===== config.mk =====
export PLATFORM = sky130hd
export DESIGN_NAME = synth_config
export DESIGN_NICKNAME = d
export VERILOG_FILES = /design/src/synth_cfg_pkg.sv /design/src/lock_if.sv /design/src/lock_filter.sv /design/src/synth_config.sv
export SDC_FILE = /design/constraint.sdc
export NUM_CORES = 1
export LEC_CHECK = 0
export CAP_MARGIN = 20
export CELL_PAD_IN_SITES_DETAIL_PLACEMENT = 1
export CELL_PAD_IN_SITES_GLOBAL_PLACEMENT = 2
export CORE_ASPECT_RATIO = 0.6
export CORE_MARGIN = 2
export CORE_UTILIZATION = 35
export CTS_CLUSTER_SIZE = 8
export DETAILED_ROUTE_END_ITERATION = 10
export DONT_BUFFER_PORTS = 1
export GPL_TIMING_DRIVEN = 0
export HOLD_SLACK_MARGIN = 0.05
export PLACE_DENSITY = 0.64
export SLEW_MARGIN = 40
export SYNTH_ARGS = -nofsm -noshare
export SYNTH_HDL_FRONTEND = slang
export SYNTH_SLANG_ARGS = --single-unit
export TNS_END_PERCENT = 100

===== constraint.sdc =====
create_clock -name sys_clk_i -period 4.9 [get_ports sys_clk_i]
set_input_delay 0.735 -clock sys_clk_i [delete_from_list [all_inputs] [get_ports sys_clk_i]]
set_output_delay 0.735 -clock sys_clk_i [all_outputs]
set_load 0.03 [all_outputs]

===== src/synth_cfg_pkg.sv =====
// Purpose: Shared constants for the synthesizer configuration block
// Assumes: 20 MHz system clock, 24-bit serial load frame
// Notes:   Word bits are numbered as data bits, address stripped
package synth_cfg_pkg;
  // Word addresses
  localparam logic [1:0]  ADDR_FRAC = 2'h0;
  localparam logic [1:0]  ADDR_PIN  = 2'h1;
  localparam logic [1:0]  ADDR_R    = 2'h2;
  localparam logic [1:0]  ADDR_N    = 2'h3;
  localparam int          SH_W    = 24;
  localparam int          WORD_W  = 22;
  localparam logic [21:0] WORD_RST = 22'h000000;
  // Fraction and lock pin word
  localparam int FRAC_SEL_BIT = 20;
  localparam int LSEL_MSB     = 19;
  localparam int LSEL_LSB     = 17;
  // Output pin and sleep word
  localparam int OUT_A_BIT = 15;
  localparam int OUT_B_BIT = 16;
  localparam int TEST_BIT  = 17;
  localparam int FAST_BIT  = 18;
  localparam int SLEEP_BIT = 19;
  // Reference word
  localparam int R_CNT_MSB  = 14;
  localparam int CP_TOP_BIT = 19;
  // Feedback word
  localparam int NUM_MSB   = 3;
  localparam int SWAL_LSB  = 4;
  localparam int SWAL_MSB  = 8;
  localparam int PROG_LSB  = 9;
  localparam int PROG_MSB  = 18;
  localparam int PRESC_BIT = 19;
  localparam int PWDN_BIT  = 20;
  localparam int CRST_BIT  = 21;
  // Lock pin sources
  localparam logic [2:0] LSEL_ANALOG  = 3'h0;
  localparam logic [2:0] LSEL_DIGITAL = 3'h2;
  localparam logic [2:0] LSEL_NDIV    = 3'h6;
  localparam logic [2:0] LSEL_RDIV    = 3'h7;
  // Moduli
  localparam logic [4:0] FMOD_16 = 5'h10;
  localparam logic [4:0] FMOD_15 = 5'h0F;
  localparam logic [5:0] PMOD_HI = 6'h20;
  localparam logic [5:0] PMOD_LO = 6'h10;
  // Pin sampler lanes
  localparam int PIN_SCLK  = 0;
  localparam int PIN_SDATA = 1;
  localparam int PIN_LOAD  = 2;
  localparam int PIN_OSC   = 3;
  localparam int PIN_FIN   = 4;
  localparam int NPINS     = 5;
  // Lock filter timing
  localparam int CLK_PERIOD_NS = 50;
  localparam int ENTRY_NS      = 15;
  localparam int EXIT_NS       = 30;
  localparam logic [3:0] ENTRY_CYC =
    4'((ENTRY_NS + CLK_PERIOD_NS - 1) / CLK_PERIOD_NS);
  localparam logic [3:0] EXIT_CYC =
    4'((EXIT_NS + CLK_PERIOD_NS - 1) / CLK_PERIOD_NS);
  localparam logic [2:0] LOCK_CYCLES = 3'h5;
  typedef enum logic [1:0] {
    LK_HUNT = 2'b01,
    LK_HELD = 2'b10
  } lock_state_e;
endpackage


===== src/lock_if.sv =====
// Purpose: Carries divider events to the lock filter and lock status back from it
// Assumes: Both ends on sys_clk
// Notes:   Pulses are one cycle wide
interface lock_if;
  logic ref_p;
  logic fb_p;
  logic en;
  logic locked;
  logic pump_on;
  modport core (output ref_p, fb_p, en, input locked, pump_on);
  modport filt (input ref_p, fb_p, en, output locked, pump_on);
endinterface


===== src/lock_filter.sv =====
// Purpose: Digital lock filter on reference and feedback events
// Assumes: Events come from the same clock domain
// Notes:   Phase error resolved to whole system clock cycles
module lock_filter
  import synth_cfg_pkg::*;
(
  input  wire logic sys_clk_i,
  input  wire logic rstn_i,
  lock_if.filt      lk
);
  typedef struct packed {
    logic        open;
    logic [3:0]  err;
    logic [2:0]  good;
    lock_state_e st;
  } flt_s;

  flt_s q_reg;
  flt_s q_next;
  logic good_ev;

  assign lk.locked  = (q_reg.st == LK_HELD);
  assign lk.pump_on = q_reg.open;

  always_comb begin
    q_next  = q_reg;
    good_ev = 1'b0;
    if (!lk.en) begin
      q_next = '{open: 1'b0, err: 4'h0, good: 3'h0, st: LK_HUNT};
    end else begin
      if (!q_reg.open) begin
        if (lk.ref_p && lk.fb_p) begin
          good_ev = 1'b1;
        end else if (lk.ref_p || lk.fb_p) begin
          q_next.open = 1'b1;
          q_next.err  = 4'h1;
        end
      end else if (lk.ref_p || lk.fb_p) begin
        q_next.open = 1'b0;
        good_ev     = (q_reg.err < ENTRY_CYC);
      end else if (q_reg.err != 4'hF) begin
        q_next.err = q_reg.err + 4'h1;
      end
      case (q_reg.st)
        LK_HUNT: begin
          if (q_reg.open && q_reg.err >= ENTRY_CYC) begin
            q_next.good = 3'h0;
          end else if (good_ev) begin
            if (q_reg.good == LOCK_CYCLES - 3'h1) begin
              q_next.st   = LK_HELD;
              q_next.good = 3'h0;
            end else begin
              q_next.good = q_reg.good + 3'h1;
            end
          end
        end
        LK_HELD: begin
          // Exit window EXIT_CYC rounds to the same one cycle as ENTRY_CYC, so it is no wider once held
          if (q_reg.open && q_reg.err >= EXIT_CYC) begin
            q_next.st = LK_HUNT;
          end
        end
        default: q_next.st = LK_HUNT;
      endcase
    end
  end

  always_ff @(posedge sys_clk_i or negedge rstn_i) begin
    if (!rstn_i) begin
      q_reg <= '{open: 1'b0, err: 4'h0, good: 3'h0, st: LK_HUNT};
    end else begin
      q_reg <= q_next;
    end
  end
endmodule // lock_filter


===== src/synth_config.sv =====
// Purpose: Serial configuration, dividers, lock pin and output pins
// Assumes: All pins asynchronous to sys_clk, slower than 1/4 its rate
// Notes:   Tags below mark the logic that carries each rule
// Operation
// - Feedback count is P times B plus A
// - Fraction is numerator over selected modulus
// - Address 00 loads fraction and lock word
// - Select bit picks modulus 16 or 15
// - Lock pin source decode, four legal codes
// - Locked pin high with narrow low pulses
// - Lock after five clean reference cycles
// - Locked threshold widens, drop beyond it; here EXIT_CYC and ENTRY_CYC both round to one cycle
// - Digital lock output low while unlocked
// - Address 01 loads output and sleep word
// - General mode pins follow two bits
// - Fast bit selects fast-acquire pin mode
// - Fast mode, top current drives pin low
// - Fast mode, top current off floats pin
// - Fast mode ignores bits, second pin floats
// - Test bit overrides both pin modes
// - Data sampled on serial clock rising
// - Strobe rising moves frame into addressed word
// - Sleep immediate or after pump pulse
module synth_config
  import synth_cfg_pkg::*;
(
  // Clock and reset
  input  wire logic sys_clk_i,
  input  wire logic rstn_i,
  // Serial load port
  input  wire logic serial_clk_i,
  input  wire logic serial_data_i,
  input  wire logic load_strobe_i,
  // Divider inputs
  input  wire logic osc_i,
  input  wire logic fin_i,
  // Lock pin
  output logic      lock_indicator_o,
  output logic      lock_indicator_oe_o,
  // General pins
  output logic      general_out_a_pin_o,
  output logic      general_out_a_pin_oe_o,
  output logic      general_out_b_pin_o,
  output logic      general_out_b_pin_oe_o,
  // Status
  output logic      powered_down_o
);
  typedef struct packed {
    logic [NPINS-1:0]  s1;
    logic [NPINS-1:0]  s2;
    logic [NPINS-1:0]  prev;
    logic [SH_W-1:0]   sh;
    logic [WORD_W-1:0] frac_w;
    logic [WORD_W-1:0] pin_w;
    logic [WORD_W-1:0] rw;
    logic [WORD_W-1:0] nw;
    logic [15:0]       n_cnt;
    logic [14:0]       r_cnt;
    logic [3:0]        acc;
    logic              carry;
    logic              ref_p;
    logic              fb_p;
    logic              n_tog;
    logic              r_tog;
    logic              pd;
    logic              lk_o;
    logic              lk_oe;
    logic              a_o;
    logic              a_oe;
    logic              b_o;
    logic              b_oe;
  } st_s;

  localparam st_s ST_RST = '{
    s1: '0, s2: '0, prev: '0, sh: '0,
    frac_w: WORD_RST, pin_w: WORD_RST, rw: WORD_RST, nw: WORD_RST,
    n_cnt: 16'h0000, r_cnt: 15'h0000, acc: 4'h0, carry: 1'b0,
    ref_p: 1'b0, fb_p: 1'b0, n_tog: 1'b0, r_tog: 1'b0, pd: 1'b0,
    lk_o: 1'b0, lk_oe: 1'b0, a_o: 1'b0, a_oe: 1'b0,
    b_o: 1'b0, b_oe: 1'b0};

  st_s q_reg;
  st_s q_next;
  lock_if lk ();

  logic [NPINS-1:0]  pins;
  logic [NPINS-1:0]  rise;
  logic [WORD_W-1:0] frame;
  logic [SH_W-1:0]   sh_shift;
  logic [2:0]        lsel;
  logic [4:0]        fmod;
  logic [5:0]        pmod;
  logic [4:0]        fsum;
  logic [15:0]       n_total;
  logic              halt;
  logic              fast;
  logic              test;

  // Address decode shared by all four word loads
  function automatic logic load_hit(input logic strobe,
                                    input logic [1:0] addr,
                                    input logic [1:0] code);
    return strobe && (addr == code);
  endfunction

  assign pins[PIN_SCLK]  = serial_clk_i;
  assign pins[PIN_SDATA] = serial_data_i;
  assign pins[PIN_LOAD]  = load_strobe_i;
  assign pins[PIN_OSC]   = osc_i;
  assign pins[PIN_FIN]   = fin_i;

  assign lk.ref_p = q_reg.ref_p;
  assign lk.fb_p  = q_reg.fb_p;
  assign lk.en    = !q_reg.pd;

  lock_filter u_filter (
    .sys_clk_i (sys_clk_i),
    .rstn_i    (rstn_i),
    .lk        (lk.filt)
  );

  always_comb begin
    q_next   = q_reg;
    rise     = q_reg.s2 & ~q_reg.prev;
    frame    = q_reg.sh[SH_W-1:2];
    sh_shift = {q_reg.sh[SH_W-2:0], q_reg.s2[PIN_SDATA]};
    lsel     = q_reg.frac_w[LSEL_MSB:LSEL_LSB];
    fast     = q_reg.pin_w[FAST_BIT];
    test     = q_reg.pin_w[TEST_BIT];
    fmod     = q_reg.frac_w[FRAC_SEL_BIT] ? FMOD_16 : FMOD_15;
    pmod     = q_reg.nw[PRESC_BIT] ? PMOD_HI : PMOD_LO;
    fsum     = 5'(q_reg.acc) + 5'(q_reg.nw[NUM_MSB:0]);
    n_total  = 16'(pmod) * 16'(q_reg.nw[PROG_MSB:PROG_LSB])
             + 16'(q_reg.nw[SWAL_MSB:SWAL_LSB])
             + 16'(q_reg.carry);
    halt     = q_reg.pd || q_reg.nw[CRST_BIT];

    // Pin sampling, first stage feeds only the second
    q_next.s1   = pins;
    q_next.s2   = q_reg.s1;
    q_next.prev = q_reg.s2;

    if (rise[PIN_SCLK]) begin
      q_next.sh = sh_shift;
    end
    // A coincident shift still happens; the load takes the frame as it stood before it
    if (load_hit(rise[PIN_LOAD], q_reg.sh[1:0], ADDR_FRAC)) begin
      q_next.frac_w = frame;
    end
    if (load_hit(rise[PIN_LOAD], q_reg.sh[1:0], ADDR_PIN)) begin
      q_next.pin_w = frame;
    end
    if (load_hit(rise[PIN_LOAD], q_reg.sh[1:0], ADDR_R)) begin
      q_next.rw = frame;
    end
    if (load_hit(rise[PIN_LOAD], q_reg.sh[1:0], ADDR_N)) begin
      q_next.nw = frame;
    end

    // Sleep request: async now, sync waits for the pump to go idle
    if (!q_reg.nw[PWDN_BIT]) begin
      q_next.pd = 1'b0;
    end else if (!q_reg.pin_w[SLEEP_BIT] || !lk.pump_on) begin
      q_next.pd = 1'b1;
    end

    q_next.ref_p = 1'b0;
    q_next.fb_p  = 1'b0;
    if (halt) begin
      q_next.n_cnt = 16'h0000;
      q_next.r_cnt = 15'h0000;
      q_next.acc   = 4'h0;
      q_next.carry = 1'b0;
    end else begin
      if (rise[PIN_FIN]) begin
        if (q_reg.n_cnt + 16'h0001 >= n_total) begin
          q_next.n_cnt = 16'h0000;
          q_next.fb_p  = 1'b1;
          q_next.n_tog = !q_reg.n_tog;
          // Carry stretches the next cycle by one count
          if (fsum >= fmod) begin
            q_next.acc   = 4'(fsum - fmod);
            q_next.carry = 1'b1;
          end else begin
            q_next.acc   = 4'(fsum);
            q_next.carry = 1'b0;
          end
        end else begin
          q_next.n_cnt = q_reg.n_cnt + 16'h0001;
        end
      end
      if (rise[PIN_OSC]) begin
        if (q_reg.r_cnt + 15'h0001 >= q_reg.rw[R_CNT_MSB:0]) begin
          q_next.r_cnt = 15'h0000;
          q_next.ref_p = 1'b1;
          q_next.r_tog = !q_reg.r_tog;
        end else begin
          q_next.r_cnt = q_reg.r_cnt + 15'h0001;
        end
      end
    end

    // Lock pin source
    case (lsel)
      LSEL_ANALOG: begin
        q_next.lk_o  = 1'b0;
        q_next.lk_oe = lk.pump_on;
      end
      LSEL_DIGITAL: begin
        q_next.lk_o  = lk.locked && !lk.pump_on;
        q_next.lk_oe = 1'b1;
      end
      LSEL_NDIV: begin
        q_next.lk_o  = q_reg.n_tog;
        q_next.lk_oe = 1'b1;
      end
      LSEL_RDIV: begin
        q_next.lk_o  = q_reg.r_tog;
        q_next.lk_oe = 1'b1;
      end
      default: begin
        // Disallowed codes: pin released
        q_next.lk_o  = 1'b0;
        q_next.lk_oe = 1'b0;
      end
    endcase

    // General pins: test over fast over general
    if (test) begin
      q_next.a_o  = q_reg.n_tog;
      q_next.a_oe = 1'b1;
      q_next.b_o  = q_reg.r_tog;
      q_next.b_oe = 1'b1;
    end else if (fast) begin
      q_next.a_o  = 1'b0;
      q_next.a_oe = q_reg.rw[CP_TOP_BIT];
      q_next.b_o  = 1'b0;
      q_next.b_oe = 1'b0;
    end else begin
      q_next.a_o  = q_reg.pin_w[OUT_A_BIT];
      q_next.a_oe = 1'b1;
      q_next.b_o  = q_reg.pin_w[OUT_B_BIT];
      q_next.b_oe = 1'b1;
    end
  end

  always_ff @(posedge sys_clk_i or negedge rstn_i) begin
    if (!rstn_i) begin
      q_reg <= ST_RST;
    end else begin
      q_reg <= q_next;
    end
  end

  assign lock_indicator_o       = q_reg.lk_o;
  assign lock_indicator_oe_o    = q_reg.lk_oe;
  assign general_out_a_pin_o    = q_reg.a_o;
  assign general_out_a_pin_oe_o = q_reg.a_oe;
  assign general_out_b_pin_o    = q_reg.b_o;
  assign general_out_b_pin_oe_o = q_reg.b_oe;
  assign powered_down_o         = q_reg.pd;
endmodule // synth_config


* After elaboration in Yosys (flattened, before gate mapping) *
Index checks and enable logic that the tools add are counted.

storage, ports and cells
  flip-flop bits (word level) = 179
  bits in latches = 0
  bits in writable memories = 0
  bits in read-only memories = 0
  bits of input ports = 7
  output and inout bits = 7
  memories = 0

cells by class
  add/sub/neg operators = 8
  multipliers = 1
  div/mod/pow operators = 0
  magnitude comparators = 5
  eq/ne operators = 18
  shifts and indexed selects = 0
  muxes and demuxes = 41
  bitwise logic cells = 3
  reductions and logical operators = 28

operators by type and width
  cell                     count
  $mux W5                  8
  $mux W36                 1
  $mux W16                 2
  $mux W15                 2
  $mux W4                  5
  $add A16 B1 Y16          1
  $add A16 B1 Y16 const B  1
  $add A16 B5 Y16          1
  $ge A16 B16 Y1           1
  $mul A6 B10 Y16          1
  $add A15 B1 Y15 const B  1
  $ge A15 B15 Y1           1
  $ne A3 B2 Y1 const B     4
  $mux W1                  11
  $mux W10                 1
  $mux W2                  5
  $eq A3 B3 Y1 const B     3
  $mux W3                  3
  $ne A3 B3 Y1 const B     3
  $pmux W2 S4              1
  $reduce_and A4 Y1        2
  $reduce_bool A2 Y1       4
  $logic_and A1 B1 Y1      7
  $eq A2 B2 Y1 const B     3
  23 further kinds         32

* Logic depth before layout (Yosys ltp) *
  word-level depth = 8
  gate-level depth with buffers = 22
  gate-level depth less buffers = 19

* Hierarchy *
A second synthesis with hierarchy kept.

second synthesis, totals
  cells, all modules = 735
  area, all modules = 8031.5 um2

modules (own cells, without submodules)
  module        times used  cells each  area an instance (um2)
  synth_config  1           664         7359.6
  lock_filter   1           71          671.9

* Worst setup path after synthesis *
No wires, ideal clock.

  kind = reg2reg
  start = register q_reg[66] in the netlist's numbering
  end = register q_reg[38] in the netlist's numbering
  data arrival time = 4347 ps
  required time = 4821 ps
  path slack = 474 ps
  cell stages (with the launch flop) = 20
  period minus slack after synthesis = 4426 ps
  cells stage by stage = dfrtp_1 > clkbuf_1 > mux2_2 > ha_1 > ha_1 > ha_1 > ha_1 > and3_1 > a211oi_1 > a21oi_1 > xnor2_1 > ha_1 > a21oi_1 > o21a_1 > o21ai_0 > a211oi_4 > buf_6 > buf_8 > nand2_1 > mux2i_1

on the way
  cells in the longest elaborated chain, start to end = 8

RTL lines
  what                      line                 text
  start: declaration        synth_config.sv:82   st_s q_reg;
  start signal: assignment  synth_config.sv:251  q_reg <= q_next;
  $mux W6                   synth_config.sv:131  pmod = q_reg.nw[PRESC_BIT] ? PMOD_HI : PMOD_LO;
  $mul A6 B10 Y16           synth_config.sv:133  n_total = 16'(pmod) * 16'(q_reg.nw[PROG_MSB:PROG_LSB])
  $add A16 B5 Y16           synth_config.sv:134  + 16'(q_reg.nw[SWAL_MSB:SWAL_LSB])
  $add A16 B1 Y16           synth_config.sv:135  + 16'(q_reg.carry);
  $ge A16 B16 Y1            synth_config.sv:176  if (q_reg.n_cnt + 16'h0001 >= n_total) begin
  $mux W16                  synth_config.sv:176
  $mux W16                  synth_config.sv:175  if (rise[PIN_FIN]) begin
  $mux W36                  synth_config.sv:169  if (halt) begin

No other way between the ends. The select of a mux whose other input is x is not followed.
A chain may end at the register's enable or synchronous reset.

* Worst setup path in the final report *
  start = register q_reg[66] in the netlist's numbering
  end = register q_reg[36] in the netlist's numbering

Same word-level chain as after synthesis.

==> flow_summary.yaml <==
status:
  status: "finished, final reports clean"
synth:
  synth_top_family_by_area: "adder cells"
  avgSynthCellArea_sq_um: 11.16
  synth_compound_area_share_pct: 11.41
  synth_cell_type_count: 60
  async_flop_share_pct: 100.0
  syn_inst: 709
  yosys.area_share.simple_pct: 12.01
  synth_warnings: 0
  synth_seq_cells: 142
  synth_top_area_cell: "dfrtp_1"
  muxShareOfSynthArea_pct: 10.26
  synth.most_common_cell: "dfrtp_1"
  ys_seq_area_share_pct: 44.91
  syn_area_sq_um: 7915
  synth_edf_count: 0
  synth_area_leaders: "dfrtp_1, ha_1, mux2_2"
  synthXorXnorAreaFrac_pct: 4.979
  synth_ff_type: "dfrtp_1"
  netlist_top_cells_count: "dfrtp_1, ha_1, mux2_2"
  synth_fa_ha_area_share_pct: 13.25
  synth_top_area_share_pct: 44.58
timing:
  setup_viol: 0
  relSlewSlack_pct: 50.60
  holdWs_ns: 0.1569
  clock_skew_ns: 0.005028
  tightest_slew_ns: 0.7311
  drv_slew: 0
  fin_crit_ns: 4.644
  fmax_ghz: 0.2153
  timing.final.hold_violations: 0
  finalCritPeriodShare_pct: 94.77
  setup_tns_ns: 0
  fin_ws_ns: 0.2562
placed_design:
  gp_congestion: 0.7547
  post-place-ws_ns: -0.4393
  port_buffers: 0
  dpl.hpwl_um: 13440
  placed_cells: 1023
global_route:
  overflow: 0
  grt_pass1_vias: 5631
  grt_pass1_wl_um: 30660
  grt_max_degree: 142
  antenna_found_initial: 0
  track_usage_pct: 16.84
worst_setup_path:
  cp-end-kind: "flop"
  critPathArrivalTime_ns: 4.95
  r2r_setup_slack_ns: 0.26
  critPathMaxFanout: 10
  crit_type: "flop to flop"
  required_ns: 5.21
  critPathLaunchType: "flop"
floorplanning:
  start_util_pct: 35.78
  fp.dieW_um: 198.1
  die_y_um: 120.5
  coreArea_sq_um: 22120
  dieArea_sq_um: 23870
  rows: 42
  ios: 14
power_and_ir_drop:
  pwr-share-clk_pct: 32.8
  combPwrFrac_pct: 27.4
  p_int_mw: 2.746
  p_switching_mw: 1.334
  p_seq_share_pct: 39.8
  leakagePower_nw: 4.351
  cellPowerDensity_nw_per_um2: 452.5
  p_sw_share_pct: 32.70
  worst_ir_drop_vdd_mv: 0.2449
  power_mw: 4.080
cells_and_area:
  diodes: 0
  nFillCells: 2408
  final_cells: 1060
  area_growth_pct: 13.91
  nets: 828
  multiInputGateArea_sq_um: 4164
  largest_reg_flops: 87
  ff_latch_area_sq_um: 3556
  layout-drive-gt1-share_pct: 19.55
drt:
  firstDrtPassIters: 4
  first_iter_violations: 221
  wl_um: 18370
  vias: 5364
  routedWlPerCell_um: 17.33
  ant_nets: 0
  remaining_drc_errors: 0
  avgViaCountPerCell: 5.060
clock_network:
  insertion_delay_ns: 0.43
  cts_buffers: 17
  clk_pin_slew_ns: 0.06
  cts_tree: "built"
  clockBufferDepth: 2
  h-tree-depth: 4
  clock-sinks: 142
  clock-root-buffer: "clkbuf_16"
job:
  maxCapViolCount: 0
hold_path:
  hold_class: "input port to asynchronous set/reset pin"
-- worst max-delay path: stages (launching register included) --
cell and delay (ns):
dfrtp_2 0.45, buf_6 0.16, and2_1 0.15, ha_1 0.20
ha_1 0.18, ha_1 0.18, ha_1 0.27, ha_1 0.32
and4_1 0.25, nand3_1 0.09, o21ai_0 0.13, nor4_1 0.26
nor3_1 0.12, xnor2_1 0.14, ha_1 0.31, nand4_1 0.14
o21ai_0 0.39, a211oi_4 0.09, buf_4 0.20, and3_2 0.21
a221o_2 0.29
-- cells in the final DEF (no fill, tap or decap), types with 25 or more instances in the layout --
master / count
nand2_1: 47
xnor2_1: 25
nor2_1: 30
nand3_1: 25
dfrtp_1: 140
a21oi_1: 37
o21ai_0: 28
mux2_2: 65
ha_1: 79
inv_1: 37
-- power groups by stage --
stage          Clock, mW  Sequential, mW  Combinational [mW]
5_1_grt             1.44            1.67                1.28
3_3_place_gp           0            1.63                1.03
6_report            1.34            1.62                1.12
2_1_floorplan          0            1.57               0.861
4_1_cts             1.38            1.63                1.14
3_5_place_dp           0            1.65                1.09
-- kinds of logic after synthesis --
family / after synthesis
simple gates: 180
mux: 73
fa+ha+maj: 82
buf+inv: 56
xor+xnor: 45
compound gates: 129
flops: 142
other cells: 2
-- worst paths after layout --
check	from	end	cells past startpoint
max	q_reg[66]	q_reg[36]	20
min	rstn_i	u_filter.q_reg[0]	0
max reg2reg	q_reg[66]	q_reg[36]	20
min reg2reg	q_next[165]	q_next[160]	0
max in group asynchronous	rstn_i	q_reg[66]	1
min in group sys_clk_i	serial_clk_i	q_next[164]	0
-- final cells by class --
cell class                 count  share of cell area (%)
sequential                   142                   39.44
clock inverter                11                   1.568
timing repair buffer           5                  0.6384
buffer                        19                   1.249
tap                          308                   4.274
multi-input combinational    517                   46.18
clock buffer                  21                   5.107
inverter                      37                   1.540
-- per-stage QoR --
step	util, %	cell area (sq um)
floorplan	-	7938
finish	40.75	9016
global route	40.75	9016
global placement	37.62	8323
CTS	40.59	8980
detailed placement	37.67	8334
-- metal layers --
metal / routed length, um / global-route usage [%] / part of all wire [%]
met5: 0 / 0 / 0
met4: 161 / 4.652 / 0.88
met3: 633 / 4.463 / 3.4
met2: 7444 / 23.14 / 41
met1: 10130 / 25.62 / 55
-- repair_timing --
item                                    4_1_cts  5_1_grt
pin swaps                                     1        2
endpoints found under the setup margin       23       21
gates resized for setup                       3        4
buffers inserted                              1        3
hold endpoints to repair                    141        0
hold buffers                                  1        0
No activity file was read; power rests on OpenSTA's default activity.
